**config.mk**
```make
export PLATFORM = sky130hd
export DESIGN_NAME = poc_top
export DESIGN_NICKNAME = d
export VERILOG_FILES = /design/src/logic/poc_pkg.sv /design/src/logic/poc_sec_tick.sv /design/src/logic/poc_suppress.sv /design/src/logic/poc_top.sv
export SDC_FILE = /design/constraint.sdc
export NUM_CORES = 1
export LEC_CHECK = 0
export ABC_AREA = 1
export CAP_MARGIN = 5
export CELL_PAD_IN_SITES_DETAIL_PLACEMENT = 0
export CELL_PAD_IN_SITES_GLOBAL_PLACEMENT = 2
export CORE_AREA = 2 2 202 204
export CTS_CLUSTER_SIZE = 25
export DETAILED_ROUTE_END_ITERATION = 10
export DIE_AREA = 0 0 204 206
export DONT_BUFFER_PORTS = 1
export PLACE_DENSITY_LB_ADDON = 0.25
export SETUP_SLACK_MARGIN = 0.5
export SYNTH_ARGS = -nofsm -noshare
export SYNTH_HDL_FRONTEND = slang
export SYNTH_SLANG_ARGS = --single-unit
```
**constraint.sdc**
```tcl
create_clock -name i_core_clk -period 2.65 [get_ports i_core_clk]
set_clock_uncertainty 0.05 [all_clocks]
set_input_delay 0.265 -clock i_core_clk [delete_from_list [all_inputs] [get_ports i_core_clk]]
set_output_delay 0.265 -clock i_core_clk [all_outputs]
set_load 0.02 [all_outputs]
```
**src/logic/poc_pkg.sv**
```systemverilog
// package: register map, reset values and timing constants
package poc_pkg;

    // ========================================================
    // clock and time base
    // ========================================================
    localparam int unsigned CLK_PERIOD_NS = 40;
    localparam int unsigned NS_PER_SEC    = 1_000_000_000;
    localparam int unsigned SEC_CYCLES    = NS_PER_SEC / CLK_PERIOD_NS;

    // ========================================================
    // start-up sequence, in seconds
    // ========================================================
    localparam int unsigned STARTUP_S     = 2;
    localparam int unsigned PURGE_MIN     = 4;
    localparam int unsigned PURGE_S       = PURGE_MIN * 60;
    // warm-up of eight and a half minutes, counted in half minutes
    localparam int unsigned WARM_HALF_MIN = 17;
    localparam int unsigned WARM_S        = WARM_HALF_MIN * 30;
    localparam int unsigned SEQ_W         = 10;

    // ========================================================
    // data widths
    // ========================================================
    localparam int unsigned DATA_W = 16;

    // ========================================================
    // register byte offsets
    // ========================================================
    localparam logic [7:0] OFS_CTRL      = 8'h00;
    localparam logic [7:0] OFS_ACT_LVL   = 8'h04;
    localparam logic [7:0] OFS_ACT_DLY   = 8'h08;
    localparam logic [7:0] OFS_DEACT_LVL = 8'h0C;
    localparam logic [7:0] OFS_DEACT_DLY = 8'h10;
    localparam logic [7:0] OFS_ERR_LVL   = 8'h14;
    localparam logic [7:0] OFS_STATUS    = 8'h18;
    localparam logic [7:0] OFS_CONC      = 8'h1C;

    // ========================================================
    // field positions
    // ========================================================
    localparam int unsigned CTRL_SUP_EN_BIT   = 0;
    localparam int unsigned STAT_ANALOG_BIT   = 0;
    localparam int unsigned STAT_ACTIVE_BIT   = 1;
    localparam int unsigned STAT_PURGE_BIT    = 2;
    localparam int unsigned STAT_AVAIL_BIT    = 3;
    localparam int unsigned STAT_WARM_BIT     = 4;
    localparam int unsigned STAT_SUPP_BIT     = 5;
    localparam int unsigned STAT_PENDING_BIT  = 6;

    // ========================================================
    // reset values (ppm, seconds, microamps)
    // ========================================================
    localparam logic             RST_SUP_EN    = 1'b0;
    localparam logic [DATA_W-1:0] RST_ACT_LVL   = 16'h0003;
    localparam logic [DATA_W-1:0] RST_ACT_DLY   = 16'h0708;
    localparam logic [DATA_W-1:0] RST_DEACT_LVL = 16'h000A;
    localparam logic [DATA_W-1:0] RST_DEACT_DLY = 16'h000A;
    localparam logic [DATA_W-1:0] RST_ERR_LVL   = 16'h0E10;

    // ========================================================
    // start-up phases
    // ========================================================
    typedef enum logic [2:0] {
        PH_START = 3'b001,
        PH_PURGE = 3'b010,
        PH_RUN   = 3'b100
    } poc_phase_t;

endpackage

```
**src/logic/poc_sec_tick.sv**
```systemverilog
// one-second enable pulse divided down from the core clock
module poc_sec_tick #(
    parameter int unsigned CYCLES = 25_000_000
) (
    input  wire logic i_core_clk,
    input  wire logic i_arst_n,
    output logic      o_tick
);

    localparam int unsigned CNT_W = $clog2(CYCLES);
    localparam logic [CNT_W-1:0] LAST = CNT_W'(CYCLES - 1);

    logic [CNT_W-1:0] cnt;
    wire              wrap = (cnt == LAST);

    if (CYCLES < 2) begin : g_chk
        $error("poc_sec_tick: CYCLES must be at least 2");
    end

    always_ff @(posedge i_core_clk or negedge i_arst_n) begin
        if (!i_arst_n) begin
            cnt    <= '0;
            o_tick <= 1'b0;
        end else begin
            cnt    <= wrap ? '0 : cnt + 1'b1;
            o_tick <= wrap;
        end
    end

endmodule

```
**src/logic/poc_suppress.sv**
```systemverilog
// low-reading suppression with activation and deactivation delays
module poc_suppress
    import poc_pkg::*;
(
    input  wire logic              i_core_clk,
    input  wire logic              i_arst_n,
    input  wire logic              i_tick,
    input  wire logic              i_enable,
    input  wire logic [DATA_W-1:0] i_conc,
    input  wire logic [DATA_W-1:0] i_act_lvl,
    input  wire logic [DATA_W-1:0] i_act_dly,
    input  wire logic [DATA_W-1:0] i_deact_lvl,
    input  wire logic [DATA_W-1:0] i_deact_dly,
    output logic                   o_suppressed,
    output logic                   o_pending
);

    logic [DATA_W-1:0] act_cnt;
    logic [DATA_W-1:0] deact_cnt;

    wire below      = (i_conc < i_act_lvl);
    wire above      = (i_conc > i_deact_lvl);
    wire act_done   = below && (act_cnt >= i_act_dly);
    wire deact_done = above && (deact_cnt >= i_deact_dly);

    // =========================================================
    // activation timer
    // =========================================================
    always_ff @(posedge i_core_clk or negedge i_arst_n) begin
        if (!i_arst_n) begin
            act_cnt <= '0;
        end else if (!i_enable || !below || deact_done) begin
            act_cnt <= '0;
        end else if (i_tick && !act_done && !o_suppressed) begin
            act_cnt <= act_cnt + 1'b1;
        end
    end

    // =========================================================
    // deactivation timer, also running during activation delay
    // =========================================================
    always_ff @(posedge i_core_clk or negedge i_arst_n) begin
        if (!i_arst_n) begin
            deact_cnt <= '0;
        end else if (!i_enable || !above) begin
            deact_cnt <= '0;
        end else if (i_tick && !deact_done) begin
            deact_cnt <= deact_cnt + 1'b1;
        end
    end

    // =========================================================
    // suppression state
    // =========================================================
    always_ff @(posedge i_core_clk or negedge i_arst_n) begin
        if (!i_arst_n) begin
            o_suppressed <= 1'b0;
            o_pending    <= 1'b0;
        end else begin
            o_pending <= i_enable && below && !o_suppressed && !act_done;
            if (!i_enable || deact_done) begin
                o_suppressed <= 1'b0;
            end else if (act_done) begin
                o_suppressed <= 1'b1;
            end
        end
    end

endmodule

```
**src/logic/poc_top.sv**
```systemverilog
// probe output conditioning: mode latch, start-up, suppression, registers
//
// Overview of operation
// - sample control pin once; keep that mode
// - never drive analog and digital together
// - activate outputs within start-up time
// - purge after start-up; measurements unavailable
// - analog purge holds both outputs at error
// - below activation level starts activation timer
// - timer expiry forces concentration to zero
// - above deactivation level starts deactivation timer
// - full deactivation delay ends suppression
// - deactivation also cancels pending activation
// - suppression enable defaults off
// - activation level 3, delay 1800, configurable
// - deactivation level 10, delay 10, configurable
// - enabled settings kept in nonvolatile store
// - digital mode uses serial bus framing
module poc_top
    import poc_pkg::*;
#(
    parameter int unsigned SEC_CYCLES_P = poc_pkg::SEC_CYCLES
) (
    input  wire logic                       i_core_clk,
    input  wire logic                       i_arst_n,
    // wishbone classic slave
    input  wire logic                       i_wb_cyc,
    input  wire logic                       i_wb_stb,
    input  wire logic                       i_wb_we,
    input  wire logic [7:0]                 i_wb_adr,
    input  wire logic [3:0]                 i_wb_sel,
    input  wire logic [31:0]                i_wb_dat,
    output logic      [31:0]                o_wb_dat,
    output logic                            o_wb_ack,
    // output control pin: high when floating, low when grounded
    input  wire logic                       i_out_ctrl,
    // measurement path
    input  wire logic [poc_pkg::DATA_W-1:0] i_conc,
    input  wire logic [poc_pkg::DATA_W-1:0] i_aout1_code,
    input  wire logic [poc_pkg::DATA_W-1:0] i_aout2_code,
    // nonvolatile settings store
    input  wire logic                       i_nv_valid,
    input  wire logic                       i_nv_sup_en,
    input  wire logic [poc_pkg::DATA_W-1:0] i_nv_act_lvl,
    input  wire logic [poc_pkg::DATA_W-1:0] i_nv_act_dly,
    input  wire logic [poc_pkg::DATA_W-1:0] i_nv_deact_lvl,
    input  wire logic [poc_pkg::DATA_W-1:0] i_nv_deact_dly,
    output logic                            o_nv_sup_en,
    output logic      [poc_pkg::DATA_W-1:0] o_nv_act_lvl,
    output logic      [poc_pkg::DATA_W-1:0] o_nv_act_dly,
    output logic      [poc_pkg::DATA_W-1:0] o_nv_deact_lvl,
    output logic      [poc_pkg::DATA_W-1:0] o_nv_deact_dly,
    output logic                            o_nv_save,
    // outputs
    output logic                            o_analog_mode,
    output logic                            o_aout_en,
    output logic                            o_serial_en,
    output logic      [poc_pkg::DATA_W-1:0] o_aout1,
    output logic      [poc_pkg::DATA_W-1:0] o_aout2,
    output logic      [poc_pkg::DATA_W-1:0] o_conc,
    output logic                            o_meas_avail,
    output logic                            o_warm
);

    import poc_pkg::*;

    if (SEC_CYCLES_P < 2) begin : g_chk
        $error("poc_top: SEC_CYCLES_P must be at least 2");
    end

    // =========================================================
    // time base
    // =========================================================
    logic sec_tick;

    poc_sec_tick #(
        .CYCLES (SEC_CYCLES_P)
    ) u_tick (
        .i_core_clk (i_core_clk),
        .i_arst_n   (i_arst_n),
        .o_tick     (sec_tick)
    );

    // =========================================================
    // output mode latch, taken once after reset release
    // =========================================================
    logic mode_taken;
    logic analog;

    always_ff @(posedge i_core_clk or negedge i_arst_n) begin
        if (!i_arst_n) begin
            mode_taken <= 1'b0;
            analog     <= 1'b0;
        end else if (!mode_taken) begin
            mode_taken <= 1'b1;
            analog     <= !i_out_ctrl;
        end
    end

    // =========================================================
    // start-up sequence
    // =========================================================
    localparam logic [SEQ_W-1:0] T_ACTIVE = SEQ_W'(STARTUP_S);
    localparam logic [SEQ_W-1:0] T_PURGED = SEQ_W'(STARTUP_S + PURGE_S);
    localparam logic [SEQ_W-1:0] T_WARM   = SEQ_W'(WARM_S);

    logic [SEQ_W-1:0] sec_cnt;
    poc_phase_t       phase;
    poc_phase_t       next_phase;

    wire seq_running = (sec_cnt != T_WARM);

    always_ff @(posedge i_core_clk or negedge i_arst_n) begin
        if (!i_arst_n) begin
            sec_cnt <= '0;
        end else if (sec_tick && seq_running) begin
            sec_cnt <= sec_cnt + 1'b1;
        end
    end

    always_comb begin
        next_phase = phase;
        unique case (phase)
            PH_START: begin
                if (sec_cnt >= T_ACTIVE && mode_taken) begin
                    next_phase = PH_PURGE;
                end
            end
            PH_PURGE: begin
                if (sec_cnt >= T_PURGED) begin
                    next_phase = PH_RUN;
                end
            end
            PH_RUN: begin
                next_phase = PH_RUN;
            end
            default: begin
                next_phase = PH_START;
            end
        endcase
    end

    always_ff @(posedge i_core_clk or negedge i_arst_n) begin
        if (!i_arst_n) begin
            phase <= PH_START;
        end else begin
            phase <= next_phase;
        end
    end

    wire active   = (phase != PH_START);
    wire in_purge = (phase == PH_PURGE);

    // =========================================================
    // settings registers
    // =========================================================
    logic              sup_en;
    logic [DATA_W-1:0] act_lvl;
    logic [DATA_W-1:0] act_dly;
    logic [DATA_W-1:0] deact_lvl;
    logic [DATA_W-1:0] deact_dly;
    logic [DATA_W-1:0] err_lvl;
    logic              nv_loaded;

    // wishbone decode
    wire        wb_req   = i_wb_cyc && i_wb_stb;
    wire        wb_wr    = wb_req && i_wb_we && o_wb_ack;
    wire [15:0] wdat     = i_wb_dat[15:0];
    wire        lo_lanes = i_wb_sel[0] && i_wb_sel[1];
    wire        wr_ctrl  = wb_wr && (i_wb_adr == OFS_CTRL) && i_wb_sel[0];
    wire        wr_alvl  = wb_wr && (i_wb_adr == OFS_ACT_LVL) && lo_lanes;
    wire        wr_adly  = wb_wr && (i_wb_adr == OFS_ACT_DLY) && lo_lanes;
    wire        wr_dlvl  = wb_wr && (i_wb_adr == OFS_DEACT_LVL) && lo_lanes;
    wire        wr_ddly  = wb_wr && (i_wb_adr == OFS_DEACT_DLY) && lo_lanes;
    wire        wr_err   = wb_wr && (i_wb_adr == OFS_ERR_LVL) && lo_lanes;
    wire        wr_nv    = wr_ctrl || wr_alvl || wr_adly || wr_dlvl || wr_ddly;
    // stored settings are taken once, the cycle after reset release
    wire        nv_load  = !nv_loaded && i_nv_valid;

    always_ff @(posedge i_core_clk or negedge i_arst_n) begin
        if (!i_arst_n) begin
            nv_loaded <= 1'b0;
            sup_en    <= RST_SUP_EN;
            act_lvl   <= RST_ACT_LVL;
            act_dly   <= RST_ACT_DLY;
            deact_lvl <= RST_DEACT_LVL;
            deact_dly <= RST_DEACT_DLY;
        end else begin
            nv_loaded <= 1'b1;
            if (nv_load) begin
                sup_en    <= i_nv_sup_en;
                act_lvl   <= i_nv_act_lvl;
                act_dly   <= i_nv_act_dly;
                deact_lvl <= i_nv_deact_lvl;
                deact_dly <= i_nv_deact_dly;
            end else begin
                if (wr_ctrl) sup_en <= i_wb_dat[CTRL_SUP_EN_BIT];
                if (wr_alvl) act_lvl <= wdat;
                if (wr_adly) act_dly <= wdat;
                if (wr_dlvl) deact_lvl <= wdat;
                if (wr_ddly) deact_dly <= wdat;
            end
        end
    end

    always_ff @(posedge i_core_clk or negedge i_arst_n) begin
        if (!i_arst_n) begin
            err_lvl <= RST_ERR_LVL;
        end else if (wr_err) begin
            err_lvl <= wdat;
        end
    end

    // mirror to the store; a save pulse follows every settings write except the error level
    always_ff @(posedge i_core_clk or negedge i_arst_n) begin
        if (!i_arst_n) begin
            o_nv_save <= 1'b0;
        end else begin
            o_nv_save <= wr_nv && !nv_load;
        end
    end

    assign o_nv_sup_en    = sup_en;
    assign o_nv_act_lvl   = act_lvl;
    assign o_nv_act_dly   = act_dly;
    assign o_nv_deact_lvl = deact_lvl;
    assign o_nv_deact_dly = deact_dly;

    // =========================================================
    // low-reading suppression
    // =========================================================
    logic suppressed;
    logic pending;

    poc_suppress u_sup (
        .i_core_clk   (i_core_clk),
        .i_arst_n     (i_arst_n),
        .i_tick       (sec_tick),
        .i_enable     (sup_en),
        .i_conc       (i_conc),
        .i_act_lvl    (act_lvl),
        .i_act_dly    (act_dly),
        .i_deact_lvl  (deact_lvl),
        .i_deact_dly  (deact_dly),
        .o_suppressed (suppressed),
        .o_pending    (pending)
    );

    // =========================================================
    // output stage, all registered
    // =========================================================
    // the pins are shared, so each driver enable is gated by the
    // latched mode and the end of PH_START; the pin never flips while powered
    always_ff @(posedge i_core_clk or negedge i_arst_n) begin
        if (!i_arst_n) begin
            o_analog_mode <= 1'b0;
            o_aout_en     <= 1'b0;
            o_serial_en   <= 1'b0;
            o_meas_avail  <= 1'b0;
            o_warm        <= 1'b0;
        end else begin
            o_analog_mode <= analog;
            o_aout_en     <= active && analog;
            o_serial_en   <= active && !analog;
            o_meas_avail  <= (phase == PH_RUN);
            o_warm        <= !seq_running;
        end
    end

    always_ff @(posedge i_core_clk or negedge i_arst_n) begin
        if (!i_arst_n) begin
            o_conc  <= '0;
            o_aout1 <= '0;
            o_aout2 <= '0;
        end else begin
            o_conc  <= suppressed ? '0 : i_conc;
            o_aout1 <= in_purge ? err_lvl : i_aout1_code;
            o_aout2 <= in_purge ? err_lvl : i_aout2_code;
        end
    end

    // =========================================================
    // wishbone read and acknowledge
    // =========================================================
    logic [31:0] rd_mux;

    always_comb begin
        rd_mux = '0;
        unique case (i_wb_adr)
            OFS_CTRL:      rd_mux[CTRL_SUP_EN_BIT] = sup_en;
            OFS_ACT_LVL:   rd_mux[15:0] = act_lvl;
            OFS_ACT_DLY:   rd_mux[15:0] = act_dly;
            OFS_DEACT_LVL: rd_mux[15:0] = deact_lvl;
            OFS_DEACT_DLY: rd_mux[15:0] = deact_dly;
            OFS_ERR_LVL:   rd_mux[15:0] = err_lvl;
            OFS_STATUS: begin
                rd_mux[STAT_ANALOG_BIT]  = analog;
                rd_mux[STAT_ACTIVE_BIT]  = active;
                rd_mux[STAT_PURGE_BIT]   = in_purge;
                rd_mux[STAT_AVAIL_BIT]   = (phase == PH_RUN);
                rd_mux[STAT_WARM_BIT]    = !seq_running;
                rd_mux[STAT_SUPP_BIT]    = suppressed;
                rd_mux[STAT_PENDING_BIT] = pending;
            end
            OFS_CONC:      rd_mux[15:0] = o_conc;
            default:       rd_mux = '0;
        endcase
    end

    // one wait state; unmapped addresses answer with zero data
    always_ff @(posedge i_core_clk or negedge i_arst_n) begin
        if (!i_arst_n) begin
            o_wb_ack <= 1'b0;
            o_wb_dat <= '0;
        end else begin
            o_wb_ack <= wb_req && !o_wb_ack;
            if (wb_req && !o_wb_ack) begin
                o_wb_dat <= rd_mux;
            end
        end
    end

endmodule

```
Yosys cells after proc, flatten, opt, wreduce, memory -nomap -nowiden
Cells that the tools add are included.

Bits in registers: 227. Latch bits: 0. RAM bits: 0. ROM bits: 0. Input bits: 164. Output and inout port bits: 152. Word-level logic and storage cells: 139. Memories kept: 0.

Add/sub/neg operators: 4. $mul: 0. Divide/modulo/power cells: 0. $lt $le $gt $ge: 6. Equality and inequality tests: 15. Shift-type cells: 0. Muxes and demuxes: 26. Bitwise logic cells: 0. Reduce and logical (&&, ||, !) cells: 61.

Operator list (count): $mux 16 (15); $pmux 9 s6 (1); $pmux 6 s7 (1); $add 16x1->16 const B (2); $eq 8x5->1 const B (4); $ge 16x16->1 (2); $logic_and 1x1->1 (31); $add 25x1->25 const B (1); $eq 25x25->1 const B (1); $mux 25 (1); $eq 8x4->1 const B (2); $gt 16x16->1 (1); $lt 16x16->1 (1); $reduce_bool 2->1 (8); $logic_not 1->1 (12); $add 10x1->10 const B (1); $ge 10x2->1 const B (1); $ge 10x8->1 const B (1); $ne 10x9->1 const B (1); $pmux 3 s3 (1); $eq 8x3->1 const B (1); $logic_not 8->1 (1); $logic_or 1x1->1 (8); $pmux 1 s8 (1); other kinds (9) (13).

Longest topological paths before layout
Depth after elaboration: 10. Depth in mapped cells: 17. Mapped depth without buffers: 16.

By module
From an unflattened synthesis, not the netlist that was laid out.

Cells, all modules: 1846. Area, all modules: 13745.7 sq um.

Modules (own cells, without submodules): poc_top (times used 1, cells each 1086, area each 8289.2 sq um, sequential area each 4197.8 sq um); poc_suppress (times used 1, cells each 545, area each 3852.4 sq um, sequential area each 850.8 sq um); poc_sec_tick (times used 1, cells each 215, area each 1604.0 sq um, sequential area each 650.6 sq um).

Worst setup path before layout
Ideal clock, no wire load.

Kind: register to register. From: register act_dly[3] (netlist: o_nv_act_dly[3]). To: register u_sup.act_cnt[3]. Library setup time: 0.118 ns. Arrival: 1.904 ns. Required time: 2.482 ns. Setup slack: 0.578 ns. Stages on the path, launching flop included: 15. Buffers on the path: 1. Period minus slack after synthesis: 2.072 ns. Path through: dfstp_2 > inv_1 > ha_1 > nand2_1 > nor2_1 > and2_1 > nor2_1 > nand2_1 > nand2_1 > nand2_1 > nand3_2 > nand2_4 > buf_4 > nand3_1 > nand2_1.

Word-level cells in the longest chain between the ends: 6.

RTL lines: from (decl) (RTL line poc_top.sv:159) `logic [DATA_W-1:0] act_dly;`; from (signal assigned) (RTL line poc_top.sv:193) `act_dly <= i_nv_act_dly;`; from (signal assigned) (RTL line poc_top.sv:199) `if (wr_adly) act_dly <= wdat;`; $ge 16x16->1 (RTL line poc_suppress.sv:23) `wire act_done = below && (act_cnt >= i_act_dly);`; $logic_and 1x1->1 (RTL line poc_suppress.sv:23); $logic_not 1->1 (RTL line poc_suppress.sv:34) `end else if (i_tick && !act_done && !o_suppressed) begin`; $logic_and 1x1->1 (2 in series) (RTL line poc_suppress.sv:34); $reduce_bool 2->1 (no line); to (signal assigned) (RTL line poc_suppress.sv:35) `act_cnt <= act_cnt + 1'b1;`; to (decl) (RTL line poc_suppress.sv:18) `logic [DATA_W-1:0] act_cnt;`.

Every way passes these cells. A chain may end at the register's enable or synchronous reset.

Final worst setup path
From: register deact_dly[12] (netlist: o_nv_deact_dly[12]). To: register u_sup.act_cnt[9].

Word-level cells in the longest chain between the ends: 4. Elaborated cells between the ends (all ways): 5. Those cells by class: order compare: 1; mux: 1; reduce/logical: 3.

RTL lines: from (decl) (RTL line poc_top.sv:161) `logic [DATA_W-1:0] deact_dly;`; from (signal assigned) (RTL line poc_top.sv:195) `deact_dly <= i_nv_deact_dly;`; from (signal assigned) (RTL line poc_top.sv:201) `if (wr_ddly) deact_dly <= wdat;`; $ge 16x16->1 * (RTL line poc_suppress.sv:24) `wire deact_done = above && (deact_cnt >= i_deact_dly);`; $logic_and 1x1->1 * (RTL line poc_suppress.sv:24); $logic_or 1x1->1 * (RTL line poc_suppress.sv:32) `end else if (!i_enable || !below || deact_done) begin`; $mux 16 / $reduce_bool 2->1 (equally long branches).

Every way passes the cells marked *; elsewhere a longest branch is shown, timed or not.

==> key figures <==
Finish
  – Share of layout cells above drive strength 1: 20.8%
  – Commonest non-fill, non-tap cell in the layout: nand2_1
  – Layout Cells excl Fill: 2320
  – Commonest cells after routing, fill and taps aside: nand2_1, dfrtp_1, nor2_1, inv_1, dlygate4sd3_1
  – Filler instances: 4069
  – Layout area overhead: 33.3%
  – Final nets: 1998

STA
  – Final Max Slew Viols: 0
  – Period Utilization, post-route: 79.8%
  – Worst Max-Slew Pin Slew: 1.10 ns
  – # setup viols final: 0
  – Min cycle time layout: 2.12 ns
  – WHS: -0.677 ns
  – Fin. Hold Viols: 227
  – Max Fclk: 473 MHz
  – Max-slew headroom: 26.6%
  – Unrepaired setup endpoints after global routing: yes
  – Setup TNS: 0 ns

Setup path
  – Crit start category: flop
  – Worst path slowest cell: dfrtp_2
  – R2R setup slack: 0.53 ns
  – FF-to-FF path depth: 13
  – Critical path capture point type: flop
  – Most frequent CP cell: nor2_4
  – CP max FO: 6
  – Worst path required time: 3.08 ns
  – Kind of critical path: reg2reg
  – CP Cell Sequence: inv_4 > ha_4 > nand2_4 > nor2_4 > and2_4 > nand2_4 > a21oi_4 > nor2_4 > nor2_4 > nor2_4 > clkbuf_16 > nand3_1 > nand2_1
  – FF-to-FF Start: o_nv_deact_dly[12]$_DFFE_PN0P_
  – Crit path DAT: 2.54 ns
  – FF-to-FF End: u_sup.act_cnt[9]$_DFFE_PN0P_
  – CP peak stage delay: 0.48 ns

Detailed routing
  – Post-DR vias/cell: 4.83
  – Drt drc: 0
  – Vias post-DR: 11200
  – Number of iterations in the first detailed-routing pass: 5
  – Final WL: 46.6 mm
  – Antenna-violating nets left: 0
  – Iteration-0 DRC Markers: 578
  – Wire length per cell: 20.1 um

Hold path
  – Hold WC Path Type: in2async

Global route
  – First-pass GRT wire length: 68.1 mm
  – GRT Total Usage: 21.6%
  – Pin count of the biggest net entering global routing: 228
  – Initial antenna violation count: 0
  – Grt total ovfl: 0
  – Vias in the first global route: 11000

CTS
  – CTS Hold Bufs: 133
  – Num CTS Buffers: 29
  – H-Tree Depth: 1
  – Sink Count: 227
  – CTS tree: built
  – Clock Tree Root: clkbuf_16
  – Clock transition at path regs: 0.06 ns
  – Later-pin clock latency in the skew report: 0.58 ns
  – CTS max path bufs: 3

Floorplanning
  – Floorplan core area: 40200 um^2
  – Cell Rows: 74
  – Starting Density: 31.3%
  – Die area: 42000 um^2
  – Die H: 206 um
  – IO Pins: 316
  – Overall die width: 204 um

Pwr
  – Pleak: 8.13 nW
  – Cell Pwr Density: 574 nW/um^2
  – Max VDD drop: 0.503 mV

Yosys
  – Async SR Flop Fraction: 100%
  – Post-synthesis register bit count: 227
  – Main synth FF type: dfrtp_1
  – Unique masters post-synth: 48
  – Synth Area per Inst: 8.04 um^2
  – Synthesized instance count: 1564
  – Yosys warnings: 0
  – Mapped Area: 12600 um^2
  – Seq/Total Area, Yosys: 45.3%
  – Number of synthesized flops with an enable pin: 0

Placement
  – Final GP Congestion: 0.847
  – Post-DP HPWL: 33.9 mm
  – PortBufs: 0
  – Placed cells: 2104

Flow run
  – Max-Cap Viols: 0

Status
  – Failing checks: hold timing
  – Status: finished with violations
==> cell usage after synthesis (all sizes together), types with 2 or more instances <==
library cell	count	share of area [%]
a21oi	45	1.8
a31oi	65	3.2
and2	2	0.099
and3	3	0.15
buf	48	2.6
clkbuf	13	0.39
conb	2	0.060
dfrtp	212	42
dfstp	15	3.1
ha	68	6.8
inv	187	5.6
mux2	14	1.4
nand2	443	13
nand3	93	3.7
nand3b	2	0.12
nand4	14	0.75
nor2	175	5.5
nor3	33	1.6
nor4	7	0.35
o2111ai	3	0.21
o21ai	30	1.2
o21bai	5	0.30
o221ai	2	0.14
o22ai	25	1.2
o31ai	2	0.12
xnor2	8	0.56
xor2	41	2.9
==> power breakdown <==
group          internal, W  leakage, nW  switching (W)  total, W
registers          0.00369         2.79       0.000295   0.00398
logic             0.000647         4.86       0.000950   0.00160
clock network      0.00240        0.474        0.00164   0.00404
total              0.00674         8.13        0.00289   0.00962
==> worst max-delay path, delay by kind of cell, from the launching register on <==
| kind | cells | cell delay [ns] |
|---|---|---|
| simple gates | 9 | 0.85 |
| fa+ha+maj | 1 | 0.27 |
| compound gates | 1 | 0.13 |
| flops | 1 | 0.48 |
| buf+inv | 2 | 0.24 |
==> timing repair <==
action | 4_1_cts | 5_1_grt
cloned | 3 | 3
hold endpoints to repair | 358 | 227
setup endpoints to repair | 34 | 39
setup buffers | 4 | 20
pin swaps | 17 | 72
gates resized for setup | 61 | 160
==> cell type report <==
type | instances | area (um^2) | area share, %
multi-input combinational | 1107 | 6630 | 39.5
sequential | 227 | 5730 | 34.2
timing repair buffer | 213 | 2050 | 12.2
clock buffer | 43 | 848 | 5.06
inverter | 188 | 727 | 4.33
tap | 532 | 666 | 3.97
clock inverter | 9 | 113 | 0.671
antenna | 1 | 2.50 | 0.0149
==> logic make-up after synthesis <==
kind of cell,share of synthesized area (%)
xor gates and xnor gates,3.41
buffers and inverters,8.62
DFF,45.3
other,0.0597
adders and majority gates,6.76
muxes,1.43
and+or+nand+nor,26.0
AOI/OAI and AO/OA,8.40
==> registers in the layout, indices dropped and copies added (netlist names), 3 cells and up <==
signal / flops
phase: 3
o_nv_deact_dly: 16
o_conc: 16
o_nv_act_dly: 16
o_wb_dat: 16
o_nv_act_lvl: 16
o_nv_deact_lvl: 16
u_sup.act_cnt: 16
u_sup.deact_cnt: 16
sec_cnt: 10
u_tick.cnt: 25
err_lvl: 16
o_aout2: 16
o_aout1: 16
==> how the worst max path moves through the flow <==
stage	start	slack, ns	depth (start not counted)	endpoint
2_1_floorplan	o_nv_act_dly[3]$_DFFE_PN1P_	0.58	14	u_sup.act_cnt[3]$_DFFE_PN0P_
3_3_place_gp	o_nv_deact_dly[11]$_DFFE_PN0P_	0.10	12	u_sup.act_cnt[12]$_DFFE_PN0P_
3_5_place_dp	o_nv_deact_dly[7]$_DFFE_PN0P_	0.05	11	u_sup.act_cnt[12]$_DFFE_PN0P_
4_1_cts	o_nv_act_dly[3]$_DFFE_PN1P_	0.45	14	u_sup.act_cnt[0]$_DFFE_PN0P_
5_1_grt	o_nv_deact_dly[14]$_DFFE_PN0P_	0.41	13	u_sup.act_cnt[4]$_DFFE_PN0P_
6_report	o_nv_deact_dly[12]$_DFFE_PN0P_	0.53	13	u_sup.act_cnt[9]$_DFFE_PN0P_
==> stage by stage <==
step                area [um^2]  utilization (%)  hold slack (ns)  power, W  worst slack (ns)
finish                    16800             41.7           -0.677   0.00962             0.535
detailed placement        13400             33.2          -0.0738   0.00520            0.0539
global route              16800             41.7           -0.702    0.0100             0.412
CTS                       15900             39.6           -0.706   0.00954             0.448
global placement          13400             33.2          -0.0758   0.00518             0.104
floorplan                 12600                -          -0.0806   0.00473             0.578
==> routing by layer <==
layer  vias to the layer above  track usage (%)  routed length [um]
met5                         -                0                   0
met2                       293             35.1               21400
met1                      5395             29.8               21600
met4                         0             5.23                1060
met3                        56             3.71                2570
li1                       5462                -                   -
No activity file was read; power rests on OpenSTA's default activity.
